[config.mk]
export PLATFORM = sky130hd
export DESIGN_NAME = pcis_core
export DESIGN_NICKNAME = d
export VERILOG_FILES = /design/src/core/pcis_pkg.sv /design/src/core/pcis_core.sv
export SDC_FILE = /design/constraint.sdc
export NUM_CORES = 1
export LEC_CHECK = 0
export ABC_CLOCK_PERIOD_IN_PS = 4300
export BUFFER_PORTS_ARGS = -buffer_cell sky130_fd_sc_hd__buf_2
export CAP_MARGIN = 20
export CORE_MARGIN = 5
export CORE_UTILIZATION = 35
export DETAILED_ROUTE_END_ITERATION = 8
export GPL_ROUTABILITY_DRIVEN = 0
export GPL_TIMING_DRIVEN = 0
export MAX_ROUTING_LAYER = met4
export SYNTH_ARGS = -nofsm -noshare
export SYNTH_HDL_FRONTEND = slang
export SYNTH_SLANG_ARGS = --single-unit
[constraint.sdc]
create_clock -name core_clk -period 4.3 [get_ports core_clk]
set_input_delay 0.215 -clock core_clk [delete_from_list [all_inputs] [get_ports core_clk]]
set_output_delay 0.215 -clock core_clk [all_outputs]
set_load 0.03 [all_outputs]
[src/core/pcis_pkg.sv]
// constants, types and register layout of the phy interrupt control/status block
package pcis_pkg;
    localparam logic [4:0] REG_INT_CTRL_STATUS = 5'h1B;
    localparam logic [4:0] PHY_ADDR_DEFAULT    = 5'h00;  // arbitrary strap value
    localparam logic [5:0] PREAMBLE_LEN        = 6'h20;
    localparam logic [1:0] OP_READ             = 2'h2;
    localparam logic [1:0] OP_WRITE            = 2'h1;
    localparam logic [3:0] ADDR_LAST           = 4'h9;   // phy address + register address
    localparam logic [3:0] DATA_LAST           = 4'hF;
    localparam logic [3:0] TA_LAST             = 4'h1;
    localparam logic [3:0] OP_LAST             = 4'h1;
    localparam int         EN_LO               = 8;
    localparam int         EN_HI               = 15;
    localparam logic [7:0] EN_RESET            = 8'h00;
    localparam logic [7:0] FLAG_RESET          = 8'h00;

    // one bit per link event; the same order serves flags (bits 7:0) and enables (15:8)
    typedef struct packed {
        logic jabber;
        logic rx_error;
        logic page_rx;
        logic par_det_fault;
        logic lp_ack;
        logic link_down;
        logic remote_fault;
        logic link_up;
    } pcis_event_s;

    typedef enum logic [2:0] {
        PCIS_PRE  = 3'b000,
        PCIS_ST   = 3'b001,
        PCIS_OP   = 3'b010,
        PCIS_ADDR = 3'b011,
        PCIS_TA   = 3'b100,
        PCIS_DATA = 3'b101
    } pcis_state_e;
endpackage

[src/core/pcis_core.sv]
// management-port slave with the interrupt control/status register of the phy
// What this block does
// bit 10 is read-write link-down interrupt enable, reset zero.
// bit 9 is read-write remote-fault interrupt enable, reset zero.
// bit 8 is read-write link-up interrupt enable, reset zero.
// bit 7 latches jabber events, read-only, cleared by read, reset zero.
// bit 6 latches receive errors, read-only, cleared by read, reset zero.
// bit 5 latches received pages, read-only, cleared by read, reset zero.
// bit 4 latches parallel detect faults, read-only, cleared by read, reset zero.
// bit 3 latches link partner acknowledge, read-only, cleared by read.
// bit 2 latches link down events, read-only, cleared by read, reset zero.
// bit 1 latches remote faults, read-only, cleared by read, reset zero.
// bit 0 latches link up events, read-only, cleared by read, reset zero.
// bit 14 is read-write receive-error interrupt enable, reset zero.
// bit 13 is read-write page-received interrupt enable, reset zero.
// bit 12 is read-write parallel-detect-fault interrupt enable, reset zero.
// bit 11 is read-write link-partner-acknowledge interrupt enable, reset zero.
// interrupt high while any flag and its enable are set; reads clear flags.
`timescale 1ns/1ps
module pcis_core #(
    parameter logic [4:0] PHY_ADDR = pcis_pkg::PHY_ADDR_DEFAULT,
    parameter logic [5:0] PRE_LEN  = pcis_pkg::PREAMBLE_LEN
) (
    input  wire logic                core_clk,
    input  wire logic                rst_n,
    input  wire logic                ce,
    input  wire logic                mdc,
    input  wire logic                mdio_in,
    output logic                     mdio_out,
    output logic                     mdio_oe,
    input  wire pcis_pkg::pcis_event_s events,
    output logic                     irq
);
    // the hunt counter saturates at PRE_LEN, so zero or more than 32 cannot be served
    if (PRE_LEN == 6'h00 || PRE_LEN > pcis_pkg::PREAMBLE_LEN) begin : g_bad_pre_len
        $error("preamble length must be 1 to 32");
    end

    pcis_pkg::pcis_state_e state;
    pcis_pkg::pcis_state_e next_state;
    logic [3:0]            bit_cnt;
    logic [3:0]            next_cnt;
    logic [5:0]            pre_cnt;
    logic [5:0]            next_pre;
    logic                  mdc_prev;
    logic [15:0]           shreg;
    logic [15:0]           tx;
    logic                  is_read;
    logic                  hit;
    pcis_pkg::pcis_event_s flags;
    pcis_pkg::pcis_event_s en;
    pcis_pkg::pcis_event_s next_flags;

    // mdc is taken as synchronous; bits are sampled on its rising edge
    wire        mdc_rise   = ce & mdc & ~mdc_prev;
    wire [15:0] frame_word = {shreg[14:0], mdio_in};
    wire [1:0]  opcode     = {shreg[0], mdio_in};
    wire        addr_end   = mdc_rise && state == pcis_pkg::PCIS_ADDR
                             && bit_cnt == pcis_pkg::ADDR_LAST;
    wire        frame_hit  = frame_word[9:0] == {PHY_ADDR, pcis_pkg::REG_INT_CTRL_STATUS};
    wire        ta_first   = mdc_rise && state == pcis_pkg::PCIS_TA
                             && bit_cnt == 4'h0 && is_read && hit;
    wire        rd_capture = mdc_rise && state == pcis_pkg::PCIS_TA
                             && bit_cnt == pcis_pkg::TA_LAST && is_read && hit;
    wire        data_end   = mdc_rise && state == pcis_pkg::PCIS_DATA
                             && bit_cnt == pcis_pkg::DATA_LAST;
    wire        wr_commit  = data_end && !is_read && hit;
    wire [15:0] reg_value  = {en, flags};
    // only bits that were read as one are cleared; a new event still sets its bit
    wire [7:0]  clr_mask   = rd_capture ? flags : pcis_pkg::FLAG_RESET;

    assign next_flags = pcis_pkg::pcis_event_s'((flags & ~clr_mask) | events);

    always_comb begin
        next_state = state;
        next_cnt   = bit_cnt;
        next_pre   = pre_cnt;
        if (mdc_rise) begin
            case (state)
                pcis_pkg::PCIS_PRE: begin
                    if (mdio_in) begin
                        next_pre = (pre_cnt == PRE_LEN) ? pre_cnt : pre_cnt + 6'h01;
                    end else begin
                        if (pre_cnt == PRE_LEN) begin
                            next_state = pcis_pkg::PCIS_ST;
                        end
                        next_pre = 6'h00;
                    end
                end
                pcis_pkg::PCIS_ST: begin
                    next_state = mdio_in ? pcis_pkg::PCIS_OP : pcis_pkg::PCIS_PRE;
                    next_cnt   = 4'h0;
                end
                pcis_pkg::PCIS_OP: begin
                    if (bit_cnt != pcis_pkg::OP_LAST) begin
                        next_cnt = bit_cnt + 4'h1;
                    end else begin
                        next_cnt = 4'h0;
                        // any other opcode drops the frame silently
                        if (opcode == pcis_pkg::OP_READ || opcode == pcis_pkg::OP_WRITE) begin
                            next_state = pcis_pkg::PCIS_ADDR;
                        end else begin
                            next_state = pcis_pkg::PCIS_PRE;
                        end
                    end
                end
                pcis_pkg::PCIS_ADDR: begin
                    if (bit_cnt == pcis_pkg::ADDR_LAST) begin
                        next_state = pcis_pkg::PCIS_TA;
                        next_cnt   = 4'h0;
                    end else begin
                        next_cnt = bit_cnt + 4'h1;
                    end
                end
                pcis_pkg::PCIS_TA: begin
                    if (bit_cnt == pcis_pkg::TA_LAST) begin
                        next_state = pcis_pkg::PCIS_DATA;
                        next_cnt   = 4'h0;
                    end else begin
                        next_cnt = bit_cnt + 4'h1;
                    end
                end
                pcis_pkg::PCIS_DATA: begin
                    if (bit_cnt == pcis_pkg::DATA_LAST) begin
                        // a fresh preamble is needed before the next frame
                        next_state = pcis_pkg::PCIS_PRE;
                        next_cnt   = 4'h0;
                    end else begin
                        next_cnt = bit_cnt + 4'h1;
                    end
                end
                default: begin
                    next_state = pcis_pkg::PCIS_PRE;
                    next_cnt   = 4'h0;
                    next_pre   = 6'h00;
                end
            endcase
        end
    end

    always_ff @(posedge core_clk or negedge rst_n) begin
        if (!rst_n) begin
            state    <= pcis_pkg::PCIS_PRE;
            bit_cnt  <= 4'h0;
            pre_cnt  <= 6'h00;
            mdc_prev <= 1'b0;
        end else if (ce) begin
            state    <= next_state;
            bit_cnt  <= next_cnt;
            pre_cnt  <= next_pre;
            mdc_prev <= mdc;
        end
    end

    always_ff @(posedge core_clk or negedge rst_n) begin
        if (!rst_n) begin
            shreg   <= 16'h0000;
            is_read <= 1'b0;
            hit     <= 1'b0;
        end else if (mdc_rise) begin
            shreg <= frame_word;
            if (state == pcis_pkg::PCIS_OP && bit_cnt == pcis_pkg::OP_LAST) begin
                is_read <= opcode == pcis_pkg::OP_READ;
            end
            if (addr_end) begin
                hit <= frame_hit;
            end
        end
    end

    // read data: turnaround zero, then sixteen bits msb first, each for one mdc period
    always_ff @(posedge core_clk or negedge rst_n) begin
        if (!rst_n) begin
            mdio_oe  <= 1'b0;
            mdio_out <= 1'b0;
            tx       <= 16'h0000;
        end else if (ta_first) begin
            mdio_oe  <= 1'b1;
            mdio_out <= 1'b0;
        end else if (rd_capture) begin
            mdio_out <= reg_value[15];
            tx       <= {reg_value[14:0], 1'b0};
        end else if (data_end) begin
            mdio_oe  <= 1'b0;
            mdio_out <= 1'b0;
        end else if (mdc_rise && state == pcis_pkg::PCIS_DATA && mdio_oe) begin
            mdio_out <= tx[15];
            tx       <= {tx[14:0], 1'b0};
        end
    end

    always_ff @(posedge core_clk or negedge rst_n) begin
        if (!rst_n) begin
            en <= pcis_pkg::pcis_event_s'(pcis_pkg::EN_RESET);
        end else if (wr_commit) begin
            en <= pcis_pkg::pcis_event_s'(frame_word[pcis_pkg::EN_HI:pcis_pkg::EN_LO]);
        end
    end

    always_ff @(posedge core_clk or negedge rst_n) begin
        if (!rst_n) begin
            flags <= pcis_pkg::pcis_event_s'(pcis_pkg::FLAG_RESET);
            irq   <= 1'b0;
        end else if (ce) begin
            flags <= next_flags;
            irq   <= |(flags & en);
        end
    end
endmodule

==> results of run 1 <==
how the worst max path moves through the flow:
stage	startpoint	endpoint	slack (ps)
floorplan	bit_cnt[1]	tx[10]	2310
global placement	bit_cnt[1]	tx[8]	2040
detailed placement	bit_cnt[1]	tx[8]	2040
CTS	bit_cnt[1]	tx[8]	2000
global route	bit_cnt[1]	tx[12]	1870
finish	bit_cnt[1]	tx[8]	2060
layout by cell type (no fill, tap or decap), types with 3 or more instances in the layout:
master,instances
ha_1,7
o2bb2ai_1,3
o21ai_0,8
a22o_1,11
nand4_1,3
nand2_1,54
nand3b_1,3
mux2i_1,3
o41ai_1,4
buf_2,22
clkbuf_1,4
clkbuf_8,10
bufinv_16,3
o31ai_1,3
nor3_1,3
nor4_1,3
inv_1,8
nand3_1,9
dfrtp_1,65
buf_6,4
mux2_2,40
nor2_1,7
Yosys cell counts, types with 3 or more instances:
| cell type | n | area share |
|---|---|---|
| a22o_1 | 11 | 0.029 |
| buf_2 | 8 | 0.012 |
| buf_6 | 4 | 0.014 |
| clkbuf_1 | 3 | 0.0034 |
| dfrtp_1 | 65 | 0.49 |
| ha_1 | 7 | 0.027 |
| inv_1 | 8 | 0.0091 |
| mux2_2 | 40 | 0.14 |
| mux2i_1 | 3 | 0.0091 |
| nand2_1 | 54 | 0.062 |
| nand3_1 | 9 | 0.014 |
| nand3b_1 | 3 | 0.0068 |
| nand4_1 | 3 | 0.0057 |
| nor2_1 | 7 | 0.0080 |
| nor3_1 | 3 | 0.0046 |
| nor4_1 | 3 | 0.0057 |
| o21ai_0 | 8 | 0.012 |
| o2bb2ai_1 | 3 | 0.0080 |
| o31ai_1 | 3 | 0.0068 |
| o41ai_1 | 4 | 0.011 |
cells by family (layout without fill, tap and decap cells):
group / count (synthesis) / count (layout) / share of synthesized area
XOR/XNOR: 1 / 1 / 0.00266
buffers and inverters: 25 / 57 / 0.0418
AO/OA/AOI/OAI: 47 / 47 / 0.113
flip-flops: 65 / 65 / 0.494
adder cells (fa/ha/maj): 7 / 7 / 0.0266
AND/OR/NAND/NOR: 105 / 105 / 0.173
multiplexers: 44 / 44 / 0.149
stage by stage:
stage          hold WS [ps]  total power, W  cells
2_1_floorplan         -80.6        0.000993    294
3_3_place_gp            447         0.00108    420
3_5_place_dp            370         0.00109    420
4_1_cts                86.8         0.00174    437
5_1_grt                89.6         0.00181    437
6_report                103         0.00171    437
layout make-up:
class / count / area (µm²) / share of cell area
clock buffer: 11 / 141 / 0.0376
sequential: 65 / 1630 / 0.432
tap: 111 / 139 / 0.0369
timing repair buffer: 16 / 87.6 / 0.0233
buffer: 17 / 108 / 0.0286
inverter: 8 / 30.0 / 0.00798
multi-input combinational: 204 / 1530 / 0.406
clock inverter: 5 / 103 / 0.0273
power groups by stage:
| stage | Combinational [W] | Clock, W | Sequential, W |
|---|---|---|---|
| after CTS | 0.000343 | 0.000658 | 0.000734 |
| after detailed placement | 0.000340 | 0 | 0.000745 |
| after floorplan | 0.000262 | 0 | 0.000731 |
| after global placement | 0.000334 | 0 | 0.000743 |
| after global routing | 0.000387 | 0.000679 | 0.000745 |
| final | 0.000341 | 0.000637 | 0.000734 |
layer usage:
| layer | wire [µm] | part of all wire | vias to the layer above |
|---|---|---|---|
| met5 | 0 | 0 | - |
| met4 | 86 | 0.013 | 0 |
| met2 | 2950 | 0.45 | 32 |
| met3 | 178 | 0.027 | 6 |
| met1 | 3270 | 0.50 | 1156 |
| li1 | - | - | 1126 |
state kept, by name, indices dropped and copies added, names as in the netlist:
signal	count
pre_cnt	6
is_read	1
state	3
bit_cnt	4
tx	15
flags	8
mdio_out	1
shreg	15
en	8
hit	1
irq	1
mdc_prev	1
mdio_oe	1
==> results.sh, run 1 <==
export IMPL_outcome="completed"
export IMPL_synth_cell_types=53
export IMPL_clk_pin_slew_ps=70
export IMPL_p_switching_w=0.000494
export IMPL_hp_start="events[2]"
export IMPL_whs_endpoint="flags[2]"
export IMPL_insertion_delay_ps=340
export IMPL_final_area_um2=3760
export IMPL_ios=16
export IMPL_tightest_slew_ps=829
export IMPL_ctsHtreeMaxLevel=3
export IMPL_use_met2=0.182
export IMPL_fp_dieArea_um2=11500
export IMPL_met1_usage=0.172
export IMPL_met3_usage=0.0295
export IMPL_synth_area_per_cell_um2=11.2
export IMPL_antenna_cells=0
export IMPL_hp_class="in -> reg"
export IMPL_fin_nets=341
export IMPL_grt_overflow_total=0
export IMPL_drc=0
export IMPL_cts_max_path_buffers=2
export IMPL_dieHeight_um=107
export IMPL_critPathCaptureType="flip-flop"
export IMPL_grt_start_max_net_pins=66
export IMPL_rrSetupSlack_ps=2060
export IMPL_cts_tree="built"
export IMPL_min_path_cells=2
export IMPL_wl_mm=6.48
export IMPL_pwr_density_cell_nw_per_um2=455
export IMPL_drv_cap=0
export IMPL_dpl_hpwl_mm=4.50
export IMPL_crit_required_ps=4520
export IMPL_grt_pass1_vias=2232
export IMPL_regToRegStartpoint="bit_cnt[1]"
export IMPL_syn_inst=294
export IMPL_seq_area_frac_synth=0.494
export IMPL_start_util=0.358
export IMPL_hold_buffers=1
export IMPL_fillers=879
export IMPL_synth_edf_count=0
export IMPL_drive_gt1_frac=0.276
export IMPL_fin_setup_tns_ps=0
export IMPL_num_rows=35
export IMPL_num_vias=2320
export IMPL_setup_viol=0
export IMPL_power_share_sequential=0.429
export IMPL_synth_main_ff_cell="dfrtp_1"
export IMPL_swShare=0.289
export IMPL_rsz0062_at_grt="no"
export IMPL_clkSinkCount=65
export IMPL_fin_util=0.409
export IMPL_cts_resized=0
export IMPL_grt_antenna_before_repair=0
export IMPL_dr_pass1_iters=4
export IMPL_pwr_share_clk=0.372
export IMPL_core_area_um2=9200
export IMPL_dieWidth_um=107
export IMPL_cts_made_buffers=9
export IMPL_worst_path_max_delay_cell="dfrtp_1"
export IMPL_crit_path_start_kind="flip-flop"
export IMPL_wire_per_inst_um=14.8
export IMPL_worstPathArrival_ps=2470
export IMPL_cts_root_buf="clkbuf_8"
export IMPL_synthesis_nets=314
export IMPL_slew_violations=0
export IMPL_grt_util_all_layers=0.126
export IMPL_path_buf_inv=2
export IMPL_max_freq_mhz=446
export IMPL_min_period_ps=2240
export IMPL_syn_area_um2=3290
export IMPL_p_leak_nw=1.78
export IMPL_r2r_cells=7
export IMPL_cp_slowest_stage_delay_ps=420
export IMPL_avgViaCountPerCell=5.31
export IMPL_fin_crit_sh=0.522
export IMPL_async_reset_ff_frac=1.00
export IMPL_post_cts_buffers=0
export IMPL_reg2reg_to="tx[8]"
export IMPL_ys_ff_latch=65
export IMPL_crit_path_cell_trace="inv_1, ha_1, nor3b_4, nand4_4, o22ai_4, buf_4, mux2_2"
export IMPL_p_int_w=0.00122
export IMPL_ant_nets=0
export IMPL_top_usage_layer="met2"
export IMPL_critical_path_depth=7
export IMPL_dp_slack_ps=2040
export IMPL_area_growth_pct=14.3
export IMPL_skew_ps=6.24
export IMPL_grt_pass1_wl_mm=11.2
export IMPL_p_comb_frac=0.199
export IMPL_slew_headroom=0.443
export IMPL_placed_area_um2=3510
export IMPL_vdd_ir_drop_max_uv=170
export IMPL_crit_type="reg -> reg"
export IMPL_hold_viol=0
export IMPL_cp_max_fo=10
export IMPL_io_buffers=15
export IMPL_drt_iter0_markers=151
export IMPL_fin_ws_ps=2060
export IMPL_critPathTopFamily="simple AND/OR/NAND/NOR gates"
export IMPL_yosys_warnings=0
Power figures use the tool's default switching activity.
==> inputs of run 2 (changes only) <==
--- a/config.mk
+++ b/config.mk
@@ -5,7 +5,7 @@
 export SDC_FILE = /design/constraint.sdc
 export NUM_CORES = 1
 export LEC_CHECK = 0
-export ABC_CLOCK_PERIOD_IN_PS = 4300
+export ABC_CLOCK_PERIOD_IN_PS = 2300
 export BUFFER_PORTS_ARGS = -buffer_cell sky130_fd_sc_hd__buf_2
 export CAP_MARGIN = 20
 export CORE_MARGIN = 5
==> constraint.sdc (replaced) <==
create_clock -name core_clk -period 2.3 [get_ports core_clk]
set_input_delay 0.115 -clock core_clk [delete_from_list [all_inputs] [get_ports core_clk]]
set_output_delay 0.115 -clock core_clk [all_outputs]
set_load 0.03 [all_outputs]
==> run 2 against run 1 <==
Compared with the run above:
- final cell count is 2.5% higher
- sequential power increased by 87%
- setup slack got worse by 1900 ps
- core utilization increased by 1.1 points
- register-to-register slack worse by 1900 ps
==> results.sh, run 2 (synthesis results as in run 1) <==
export IMPL_num_vias=2359
export IMPL_dp_cells=420
export IMPL_rrSetupSlack_ps=160
export IMPL_p_int_w=0.00229
export IMPL_crit_required_ps=2520
export IMPL_final_area_um2=3860
export IMPL_sequential_cell_area_um2=1630
export IMPL_tightest_slew_ps=832
export IMPL_grt_antenna_before_repair=0
export IMPL_fin_nets=352
export IMPL_swShare=0.289
export IMPL_hp_class="in -> reg"
export IMPL_grt_start_max_net_pins=66
export IMPL_cts_max_path_buffers=2
export IMPL_avgViaCountPerCell=5.27
export IMPL_skew_ps=6.66
export IMPL_area_growth_pct=17.2
export IMPL_setup_viol=0
export IMPL_core_area_um2=9200
export IMPL_outcome="completed"
export IMPL_insertion_delay_ps=330
export IMPL_cts_made_buffers=9
export IMPL_finalPower_w=0.00322
export IMPL_antenna_cells=0
export IMPL_drive_gt1_frac=0.282
export IMPL_clkSinkCount=65
export IMPL_layout_commonest_cell="dfrtp_1"
export IMPL_grt_pass1_vias=2263
export IMPL_wl_mm=6.58
export IMPL_critPathCaptureType="flip-flop"
export IMPL_ant_nets=0
export IMPL_cts_root_buf="clkbuf_8"
export IMPL_crit_path_start_kind="flip-flop"
export IMPL_wire_per_inst_um=14.7
export IMPL_pwr_density_cell_nw_per_um2=833
export IMPL_worst_path_max_delay_cell="dfrtp_1"
export IMPL_dieWidth_um=107
export IMPL_io_buffers=15
export IMPL_reg_top3="shreg x15, tx x15"
export IMPL_fin_ws_ps=161
export IMPL_fp_dieArea_um2=11500
export IMPL_max_freq_mhz=467
export IMPL_power_share_sequential=0.426
export IMPL_fin_util=0.420
export IMPL_placed_area_um2=3510
export IMPL_final_cell_mix="dfrtp_1, nand2_1, mux2_2, buf_2, a22o_1"
export IMPL_dieHeight_um=107
export IMPL_cts_resized=0
export IMPL_dr_pass1_iters=4
export IMPL_p_leak_nw=1.83
export IMPL_clk_pin_slew_ps=70
export IMPL_ctsHtreeMaxLevel=3
export IMPL_ios=16
export IMPL_cp_slowest_stage_delay_ps=420
export IMPL_grt_util_all_layers=0.127
export IMPL_drv_cap=0
export IMPL_cp_max_fo=10
export IMPL_p_switching_w=0.000928
export IMPL_fin_crit_sh=0.930
export IMPL_fillers=874
export IMPL_grt_overflow_total=0
export IMPL_drt_iter0_markers=127
export IMPL_slew_headroom=0.441
export IMPL_hold_viol=0
export IMPL_slew_violations=0
export IMPL_cts_tree="built"
export IMPL_start_util=0.358
export IMPL_dp_slack_ps=39.1
export IMPL_grt_pass1_wl_mm=11.3
export IMPL_crit_path_cell_trace="inv_1, ha_1, nor3b_4, nand4_4, o22ai_4, buf_4, mux2_2"
export IMPL_p_comb_frac=0.203
export IMPL_vdd_ir_drop_max_uv=318
export IMPL_drc=0
export IMPL_pwr_share_clk=0.370
export IMPL_dpl_hpwl_mm=4.50
export IMPL_multi_input_area_um2=1530
export IMPL_fin_cells=448
export IMPL_num_rows=35
export IMPL_min_period_ps=2140
export IMPL_worstPathArrival_ps=2360
export IMPL_crit_type="reg -> reg"
-- run 2: changes by cell type in the layout (fill, tap and decap cells not counted), sizes merged --
cell         delta
dlygate4sd3     +6
buf             +5
-- run 2: repair_timing --
action	in CTS	in global routing
buffers inserted	0	5
endpoints found under the hold margin	71	0
hold buffers	7	0
endpoints found under the setup margin	0	10
-- run 2: worst paths after layout --
check / cells past startpoint / to / start
max in group asynchronous: 2 / shreg[4] / rst_n
worst min register to register: 2 / shreg[14] / shreg[14]
worst max-delay path: 7 / tx[8] / bit_cnt[1]
worst min-delay path: 2 / flags[6] / events[6]
worst max register to register: 7 / tx[8] / bit_cnt[1]
min in group asynchronous: 2 / pre_cnt[4] / rst_n
-- run 2: metal layers --
layer | part of all wire | wire length [µm] | global-route usage | vias to the layer above
met5 | 0 | 0 | - | -
met4 | 0.015 | 99 | 0.0484 | 0
met3 | 0.033 | 216 | 0.0301 | 9
met2 | 0.46 | 3000 | 0.186 | 32
met1 | 0.50 | 3260 | 0.171 | 1168
li1 | - | - | - | 1150
-- run 2: per-stage QoR --
stage	setup TNS (ps)	hold slack, ps
floorplan	0	-181
global placement	0	347
detailed placement	0	270
CTS	0	3.14
global route	-0.579	6.61
finish	0	22.4
-- run 2: power groups by stage --
stage                     Clock [W]  Combinational (W)  Sequential (W)
after global routing        0.00127           0.000741         0.00139
after global placement            0           0.000624         0.00139
after floorplan                   0           0.000489         0.00137
after detailed placement          0           0.000636         0.00139
after CTS                   0.00123           0.000650         0.00137
final                       0.00119           0.000655         0.00137
-- run 2: cell type report --
cell class	count	area share
clock inverters	5	0.0266
repair buffers	27	0.0479
multi-input cells	204	0.396
inverters	8	0.00777
clock buffers	11	0.0366
well taps	111	0.0360
flip-flops and latches	65	0.421
plain buffers	17	0.0279
-- run 2: worst max-delay path: cells and delay by family, from the launching register on --
family / cells / cell delay [ps]
AOI/OAI and AO/OA: 1 / 240
DFF: 1 / 420
adders and majority gates: 1 / 180
and+or+nand+nor: 2 / 510
muxes: 1 / 350
buffers and inverters: 2 / 320
